<file path="config.mk">
export PLATFORM = sky130hd
export DESIGN_NAME = ild_dispatch
export DESIGN_NICKNAME = d
export VERILOG_FILES = /design/src/logic/ild_pkg.sv /design/src/logic/ild_dispatch.sv
export VERILOG_INCLUDE_DIRS = /design/src /design/src/logic
export SDC_FILE = /design/constraint.sdc
export NUM_CORES = 1
export LEC_CHECK = 0
export ABC_AREA = 1
export BUFFER_PORTS_ARGS = -buffer_cell sky130_fd_sc_hd__buf_2
export CAP_MARGIN = 5
export CORE_UTILIZATION = 35
export CTS_CLUSTER_DIAMETER = 30
export DETAILED_ROUTE_END_ITERATION = 10
export SLEW_MARGIN = 10
export SYNTH_ARGS = -nofsm -noshare
export SYNTH_HDL_FRONTEND = slang
export SYNTH_SLANG_ARGS = --single-unit
</file>
<file path="constraint.sdc">
create_clock -name clk -period 2.3 [get_ports clk]
set_input_delay 0.115 -clock clk [delete_from_list [all_inputs] [get_ports clk]]
set_output_delay 0.115 -clock clk [all_outputs]
set_load 0.02 [all_outputs]
</file>
<file path="src/logic/ild_regs.svh">
`ifndef ILD_REGS_SVH
`define ILD_REGS_SVH
// Register offsets on the plain register port
`define ILD_OFS_SRC_EN 8'h00
`define ILD_OFS_GLOBAL 8'h04
`define ILD_OFS_PRIO 8'h08
`define ILD_OFS_STATE 8'h0C
`define ILD_OFS_INT_STAT 8'h10
`define ILD_OFS_INT_CLR 8'h14
`define ILD_OFS_INT_EN 8'h18
// Reset values
`define ILD_RST_SRC_EN 17'h0_0000
`define ILD_RST_PRIO 17'h0_0000
`define ILD_RST_INT_EN 3'h0
// Field positions
`define ILD_GLOBAL_BIT 0
`define ILD_EVT_VECTORED 0
`define ILD_EVT_STALLED 1
`define ILD_EVT_RETURNED 2
// Vector map
`define ILD_VEC_RESET 16'h0000
`define ILD_VEC_BASE 16'h0003
`define ILD_VEC_STEP 16'h0008
`define ILD_SPI_IDX 6
// Sources whose pending flag is cleared on vectoring
`define ILD_AUTO_CLR_MASK 17'h0_000F
// Timing counts in system clocks
`define ILD_DETECT_CYCLES 1
`define ILD_CALL_CYCLES 5
`endif

</file>
<file path="src/logic/ild_pkg.sv">
package ild_pkg;
    // Core pipeline status, all from logic on the same clock
    typedef struct packed {
        logic instr_done;
        logic return_from_interrupt_instr_done;
        logic stall;
    } ild_core_type;
    // Register port request
    typedef struct packed {
        logic [7:0] addr;
        logic [31:0] wdata;
        logic wr;
        logic rd;
    } ild_bus_type;
    typedef enum logic [0:0] {
        ILD_IDLE,
        ILD_CALL
    } ild_state_type;
endpackage

</file>
<file path="src/logic/ild_dispatch.sv">
`timescale 1ns/10ps
`include "ild_regs.svh"
module ild_dispatch #(
    parameter int NUM_SRC = 17
) (
    // Clock and reset
    input wire logic clk,
    input wire logic reset,
    // Register port
    input wire ild_pkg::ild_bus_type bus,
    output logic [31:0] rdata_ff,
    // Peripheral pending flags
    input wire logic [NUM_SRC-1:0] src_pending,
    input wire logic spi_transfer_done_flag,
    input wire logic spi_write_collision_flag,
    input wire logic spi_mode_fault_flag,
    input wire logic spi_rx_overrun_flag,
    // Core pipeline
    input wire ild_pkg::ild_core_type core,
    output logic call_active_ff,
    output logic call_done_ff,
    output logic [15:0] call_vector_ff,
    output logic [NUM_SRC-1:0] hw_clear_ff,
    // Interrupt to the system
    output logic irq_ff
);

    // Winner among candidates: high level first, then lowest index
    function automatic logic [5:0] pick(input logic [NUM_SRC-1:0] cand_hi,
                                        input logic [NUM_SRC-1:0] cand_lo);
        logic [5:0] res;
        logic found;
        res = 6'h00;
        found = 1'b0;
        for (int i = 0; i < NUM_SRC; i++) begin
            if (cand_hi[i] && !found) begin
                res = 6'(i);
                found = 1'b1;
            end
        end
        for (int i = 0; i < NUM_SRC; i++) begin
            if (cand_lo[i] && !found) begin
                res = 6'(i);
                found = 1'b1;
            end
        end
        return res;
    endfunction

    // Fixed vector from the source index
    function automatic logic [15:0] vec_of(input logic [5:0] idx);
        return `ILD_VEC_BASE + 16'({10'h000, idx} * `ILD_VEC_STEP);
    endfunction

    logic [NUM_SRC-1:0] src_en_ff;
    logic global_en_ff;
    logic [NUM_SRC-1:0] prio_ff;
    logic [2:0] int_stat_ff;
    logic [2:0] int_en_ff;
    logic act_hi_ff;
    logic act_lo_ff;
    logic req_valid_ff;
    logic req_hi_ff;
    logic [5:0] req_idx_ff;
    logic [2:0] cnt_ff;
    logic [2:0] nxt_cnt;
    ild_pkg::ild_state_type state_ff;
    ild_pkg::ild_state_type nxt_state;
    logic [NUM_SRC-1:0] pend;
    logic [NUM_SRC-1:0] cand;
    logic [NUM_SRC-1:0] cand_hi;
    logic [NUM_SRC-1:0] cand_lo;
    logic take;
    logic [2:0] evt;

    // SPI flags fold into one source request
    always_comb begin
        pend = src_pending;
        pend[`ILD_SPI_IDX] = src_pending[`ILD_SPI_IDX] | spi_transfer_done_flag
            | spi_write_collision_flag | spi_mode_fault_flag | spi_rx_overrun_flag;
    end

    // Masking and preemption filter
    always_comb begin
        cand = pend & src_en_ff & {NUM_SRC{global_en_ff}};
        cand_hi = cand & prio_ff & {NUM_SRC{!act_hi_ff}};
        cand_lo = cand & ~prio_ff & {NUM_SRC{!act_hi_ff && !act_lo_ff}};
    end

    // Detect stage: one clock of sampling before any call can start
    always_ff @(posedge clk or posedge reset) begin
        if (reset) begin
            req_valid_ff <= 1'b0;
            req_hi_ff <= 1'b0;
            req_idx_ff <= 6'h00;
        end else begin
            req_valid_ff <= |(cand_hi | cand_lo);
            req_hi_ff <= |cand_hi;
            req_idx_ff <= pick(cand_hi, cand_lo);
        end
    end

    // Vectoring only at an instruction boundary; the one after a return is skipped
    // so that at least one further instruction runs before the call.
    always_comb begin
        take = (state_ff == ild_pkg::ILD_IDLE) && req_valid_ff && core.instr_done
            && !core.return_from_interrupt_instr_done && !core.stall;
    end

    // Call sequencer
    always_comb begin
        nxt_state = state_ff;
        nxt_cnt = cnt_ff;
        unique case (state_ff)
            ild_pkg::ILD_IDLE: begin
                if (take) begin
                    nxt_state = ild_pkg::ILD_CALL;
                    nxt_cnt = 3'(`ILD_CALL_CYCLES - 1);
                end
            end
            ild_pkg::ILD_CALL: begin
                // Stall freezes the call, stretching latency by its length
                if (!core.stall) begin
                    if (cnt_ff == 3'h0) begin
                        nxt_state = ild_pkg::ILD_IDLE;
                    end else begin
                        nxt_cnt = cnt_ff - 3'h1;
                    end
                end
            end
        endcase
    end

    always_ff @(posedge clk or posedge reset) begin
        if (reset) begin
            state_ff <= ild_pkg::ILD_IDLE;
            cnt_ff <= 3'h0;
        end else begin
            state_ff <= nxt_state;
            cnt_ff <= nxt_cnt;
        end
    end

    // Call outputs; vector points at reset location until first call
    always_ff @(posedge clk or posedge reset) begin
        if (reset) begin
            call_active_ff <= 1'b0;
            call_done_ff <= 1'b0;
            call_vector_ff <= `ILD_VEC_RESET;
            hw_clear_ff <= '0;
        end else begin
            call_active_ff <= (nxt_state == ild_pkg::ILD_CALL);
            call_done_ff <= (state_ff == ild_pkg::ILD_CALL)
                && (nxt_state == ild_pkg::ILD_IDLE);
            hw_clear_ff <= '0;
            if (take) begin
                call_vector_ff <= vec_of(req_idx_ff);
                // Only edge-style sources are cleared; others stay for software
                hw_clear_ff <= NUM_SRC'(`ILD_AUTO_CLR_MASK)
                    & (NUM_SRC'(1) << req_idx_ff);
            end
        end
    end

    // Priority level in service; a return retires the higher one first
    always_ff @(posedge clk or posedge reset) begin
        if (reset) begin
            act_hi_ff <= 1'b0;
            act_lo_ff <= 1'b0;
        end else if (take) begin
            if (req_hi_ff) begin
                act_hi_ff <= 1'b1;
            end else begin
                act_lo_ff <= 1'b1;
            end
        end else if (core.return_from_interrupt_instr_done && core.instr_done) begin
            if (act_hi_ff) begin
                act_hi_ff <= 1'b0;
            end else begin
                act_lo_ff <= 1'b0;
            end
        end
    end

    // Software writes
    always_ff @(posedge clk or posedge reset) begin
        if (reset) begin
            src_en_ff <= NUM_SRC'(`ILD_RST_SRC_EN);
            global_en_ff <= 1'b0;
            prio_ff <= NUM_SRC'(`ILD_RST_PRIO);
            int_en_ff <= `ILD_RST_INT_EN;
        end else if (bus.wr) begin
            unique case (bus.addr)
                `ILD_OFS_SRC_EN: src_en_ff <= bus.wdata[NUM_SRC-1:0];
                `ILD_OFS_GLOBAL: global_en_ff <= bus.wdata[`ILD_GLOBAL_BIT];
                `ILD_OFS_PRIO: prio_ff <= bus.wdata[NUM_SRC-1:0];
                `ILD_OFS_INT_EN: int_en_ff <= bus.wdata[2:0];
                default: ;
            endcase
        end
    end

    // Events for the system interrupt
    always_comb begin
        evt = 3'h0;
        evt[`ILD_EVT_VECTORED] = take;
        evt[`ILD_EVT_STALLED] = core.stall && req_valid_ff
            && (state_ff == ild_pkg::ILD_IDLE);
        evt[`ILD_EVT_RETURNED] = core.return_from_interrupt_instr_done && core.instr_done;
    end

    // Sticky status; a new event beats a clear in the same cycle
    always_ff @(posedge clk or posedge reset) begin
        if (reset) begin
            int_stat_ff <= 3'h0;
        end else begin
            if (bus.wr && bus.addr == `ILD_OFS_INT_CLR) begin
                int_stat_ff <= (int_stat_ff & ~bus.wdata[2:0]) | evt;
            end else begin
                int_stat_ff <= int_stat_ff | evt;
            end
        end
    end

    // Level interrupt, registered so it lags the status by one clock
    always_ff @(posedge clk or posedge reset) begin
        if (reset) begin
            irq_ff <= 1'b0;
        end else begin
            irq_ff <= |(int_stat_ff & int_en_ff);
        end
    end

    // Read data stands only in the cycle after the strobe
    always_ff @(posedge clk or posedge reset) begin
        if (reset) begin
            rdata_ff <= 32'h0000_0000;
        end else begin
            rdata_ff <= 32'h0000_0000;
            if (bus.rd) begin
                unique case (bus.addr)
                    `ILD_OFS_SRC_EN: rdata_ff <= 32'(src_en_ff);
                    `ILD_OFS_GLOBAL: rdata_ff <= 32'(global_en_ff);
                    `ILD_OFS_PRIO: rdata_ff <= 32'(prio_ff);
                    `ILD_OFS_STATE: rdata_ff <= {call_vector_ff, 8'h00,
                        req_valid_ff, req_hi_ff, req_idx_ff[3:0] == 4'h0 ? 1'b0 : 1'b1,
                        1'b0, call_active_ff, act_hi_ff, act_lo_ff,
                        (state_ff == ild_pkg::ILD_CALL)};
                    `ILD_OFS_INT_STAT: rdata_ff <= 32'(int_stat_ff);
                    `ILD_OFS_INT_EN: rdata_ff <= 32'(int_en_ff);
                    default: rdata_ff <= 32'h0000_0000;
                endcase
            end
        end
    end

endmodule

</file>
==> impl_metrics.json <==
{
  "status": "finished, final reports clean",
  "seq_power_share": 0.469,
  "mostFrequentLayoutCells": "143 x nand2_1, 89 x buf_2, 87 x dfrtp_1",
  "slew_headroom": 0.618,
  "grt.overflow.total": 0,
  "drive_gt1_frac": 0.248,
  "syn_to_final_growth_pct": 23.7,
  "ir_drop_v": 0.000365,
  "holdPathEnd": "prio_ff[4]$_DFFE_PP0P_",
  "clkPwrFrac": 0.402,
  "die_w_um": 120,
  "cts-buffers-inserted": 9,
  "dieArea_um2": 14400,
  "syn_area_per_cell_um2": 7.82,
  "fmax_mhz": 461,
  "crit_required_ns": 2.51,
  "ctsHtreeMaxLevel": 3,
  "r2r_end": "req_idx_ff[2]$_DFF_PP0_",
  "cts_buffer_depth": 2,
  "fin_crit_sh": 0.943,
  "route.detailed.drc": 0,
  "final_util": 0.450,
  "skew_ns": 0.0104,
  "dpl.hpwl_mm": 9.58,
  "cts_root_buffer": "clkbuf_16",
  "worstSkewPairLatency_ns": 0.35,
  "seq_area_frac_synth": 0.457,
  "final_common_cell": "nand2_1",
  "cap_violations": 0,
  "drt-pass1-iter-count": 5,
  "hp-class": "input port to flop",
  "ys_types": 41,
  "die_h_um": 120,
  "rows": 42,
  "cts.sinks": 89,
  "p_leak_nw": 3.17,
  "path_max_fanout": 9,
  "start_util": 0.364,
  "syn_inst": 623,
  "finalCriticalPeriod_ns": 2.17,
  "tritoncts": "yes",
  "globalplace.congestion": 0.898,
  "yosys_warnings": 0,
  "first_iter_violations": 195,
  "nNetsFinal": 824,
  "grt_setup_unrepaired": "yes",
  "antenna_found_initial": 0,
  "comb_power_share": 0.128,
  "async_reset_ff_frac": 1.00,
  "synthesis.area_um2": 4870,
  "placed_area_um2": 5660,
  "powerDensity_nw_per_um2": 609,
  "hold_depth": 3,
  "hold_violations": 0,
  "synth_edf_count": 0,
  "synth_seq_cells": 89,
  "synthFlopType": "dfrtp_1",
  "min-delay-start": "bus[6]",
  "place.port_buffers": 89,
  "internal_power_mw": 2.66,
  "grt_pass1_wl_mm": 20.9,
  "final-setup-viol-count": 0,
  "reg2regPathDepth": 10,
  "worst_slew_pin_slew_ns": 0.572,
  "worstPathArrival_ns": 2.38,
  "start_kind": "flop",
  "ioPinCount": 136,
  "critPathKind": "flop to flop",
  "synth_top_cell_area_share": 0.457,
  "grt_max_degree": 90,
  "drt-total-wl_mm": 12.7,
  "grt_pass1_vias": 4217,
  "viasPerCell": 4.75,
  "switching_share": 0.275,
  "worstSetupEndpointType": "flop",
  "path_clk_slew_ns": 0.07,
  "synthTopCellsByArea": "dfrtp_1 46%, nand2_1 11%, inv_1 6.5%",
  "antenna_cells": 0,
  "vias": 4437,
  "final_max_slew_viol_count": 0,
  "yosysTopAreaCell": "dfrtp_1",
  "coreArea_um2": 13400,
  "wl_per_cell_um": 13.6,
  "r2r_slack_ns": 0.13,
  "grt_usage": 0.188,
  "rr_startpoint": "act_hi_ff$_DFFE_PP0P_",
  "final_cell_area_um2": 6030,
  "ant_nets": 0,
  "p_sw_mw": 1.01
}
sequential cells by signal, summed over array words and instances, names as in the netlist, 3 cells and up:
register / count
rdata_ff: 23
hw_clear_ff: 4
prio_ff: 17
src_en_ff: 17
call_vector_ff: 6
int_en_ff: 3
int_stat_ff: 3
req_idx_ff: 5
cnt_ff: 3
Yosys cell counts (2+ instances only):
library cell  count
nand4_1          12
nand3_2           8
o21ai_0          54
inv_1            84
nand2_2           2
buf_6             4
nor2_4            4
nand3_1          34
nor4_1            4
o211ai_2          2
clkbuf_1          9
nor2_2            5
a31o_2            2
inv_2             5
o211ai_1          2
o22ai_1           2
dfrtp_1          89
nor2_1           59
o221ai_1          2
nand2_1         143
a21oi_1          17
a31oi_1           4
nor3_1           25
buf_4            33
ha_1              2
cell type report:
type / count / area [um2]
sequential: 89 / 2230
inverter: 89 / 340
clock buffer: 10 / 229
multi-input combinational: 428 / 2100
timing repair buffer: 137 / 838
tap: 176 / 220
clock inverter: 6 / 66.3
fill: 1379 / 7370
critical path, cell delays in order, from the launching register on:
cell     delay [ns]
dfrtp_2        0.48
nor2_4         0.19
inv_2          0.13
nor3_1         0.32
a31oi_1        0.12
nand2_1        0.11
inv_1          0.08
nand2_4        0.12
a21oi_1        0.07
nor3_1         0.28
nand3_1        0.13
timing repair:
item,in CTS,in global routing
hold buffers,3,0
setup endpoints to repair,0,5
gates resized for setup,0,7
endpoints found under the hold margin,91,0
setup buffers,0,3
worst max path at each step:
stage / from / endpoint / slack [ns] / cells after the start
detailed placement: act_hi_ff$_DFFE_PP0P_ / req_idx_ff[3]$_DFF_PP0_ / 0.09 / 14
global route: act_hi_ff$_DFFE_PP0P_ / req_idx_ff[2]$_DFF_PP0_ / -0.002 / 10
floorplan: act_hi_ff$_DFFE_PP0P_ / req_idx_ff[1]$_DFF_PP0_ / 0.49 / 11
finish: act_hi_ff$_DFFE_PP0P_ / req_idx_ff[2]$_DFF_PP0_ / 0.13 / 10
CTS: act_hi_ff$_DFFE_PP0P_ / req_idx_ff[3]$_DFF_PP0_ / 0.08 / 14
global placement: act_hi_ff$_DFFE_PP0P_ / req_idx_ff[1]$_DFF_PP0_ / 0.17 / 13
power groups by stage:
stage / combinational [mW] / sequential (mW) / clock, mW
after floorplan: 0.325 / 1.75 / 0
after global placement: 0.446 / 1.75 / 0
after detailed placement: 0.467 / 1.75 / 0
after CTS: 0.474 / 1.72 / 1.51
after global routing: 0.532 / 1.73 / 1.58
final: 0.471 / 1.72 / 1.48
metal layers:
metal / global-route usage / vias to the layer above / wire length [um]
met5: 0 / - / 0
met4: 0.0570 / 0 / 221
met3: 0.0490 / 15 / 747
met2: 0.290 / 149 / 5600
met1: 0.258 / 2063 / 6150
li1: - / 2210 / -
logic make-up (layout without fill, tap and decap cells):
group                      Yosys count  count (layout)  share of synthesized area
AOI/OAI and AO/OA                   91              91                      0.107
other                                1              31                   0.000770
adders and majority gates            2               2                    0.00514
DFF                                 89              89                      0.457
buffers and inverters              136             242                      0.137
and+or+nand+nor                    304             304                      0.294
stage by stage:
stage          power [mW]  hold WS (ns)  setup slack (ns)  setup TNS [ns]  cells
2_1_floorplan        2.08         0.236             0.494               0    653
3_3_place_gp         2.19         0.287             0.170               0    913
3_5_place_dp         2.22         0.294            0.0915               0    913
4_1_cts              3.71        0.0116            0.0803               0    932
5_1_grt              3.85        0.0316          -0.00224        -0.00224    935
6_report             3.67        0.0201             0.131               0    935
Power figures use the tool's default switching activity.
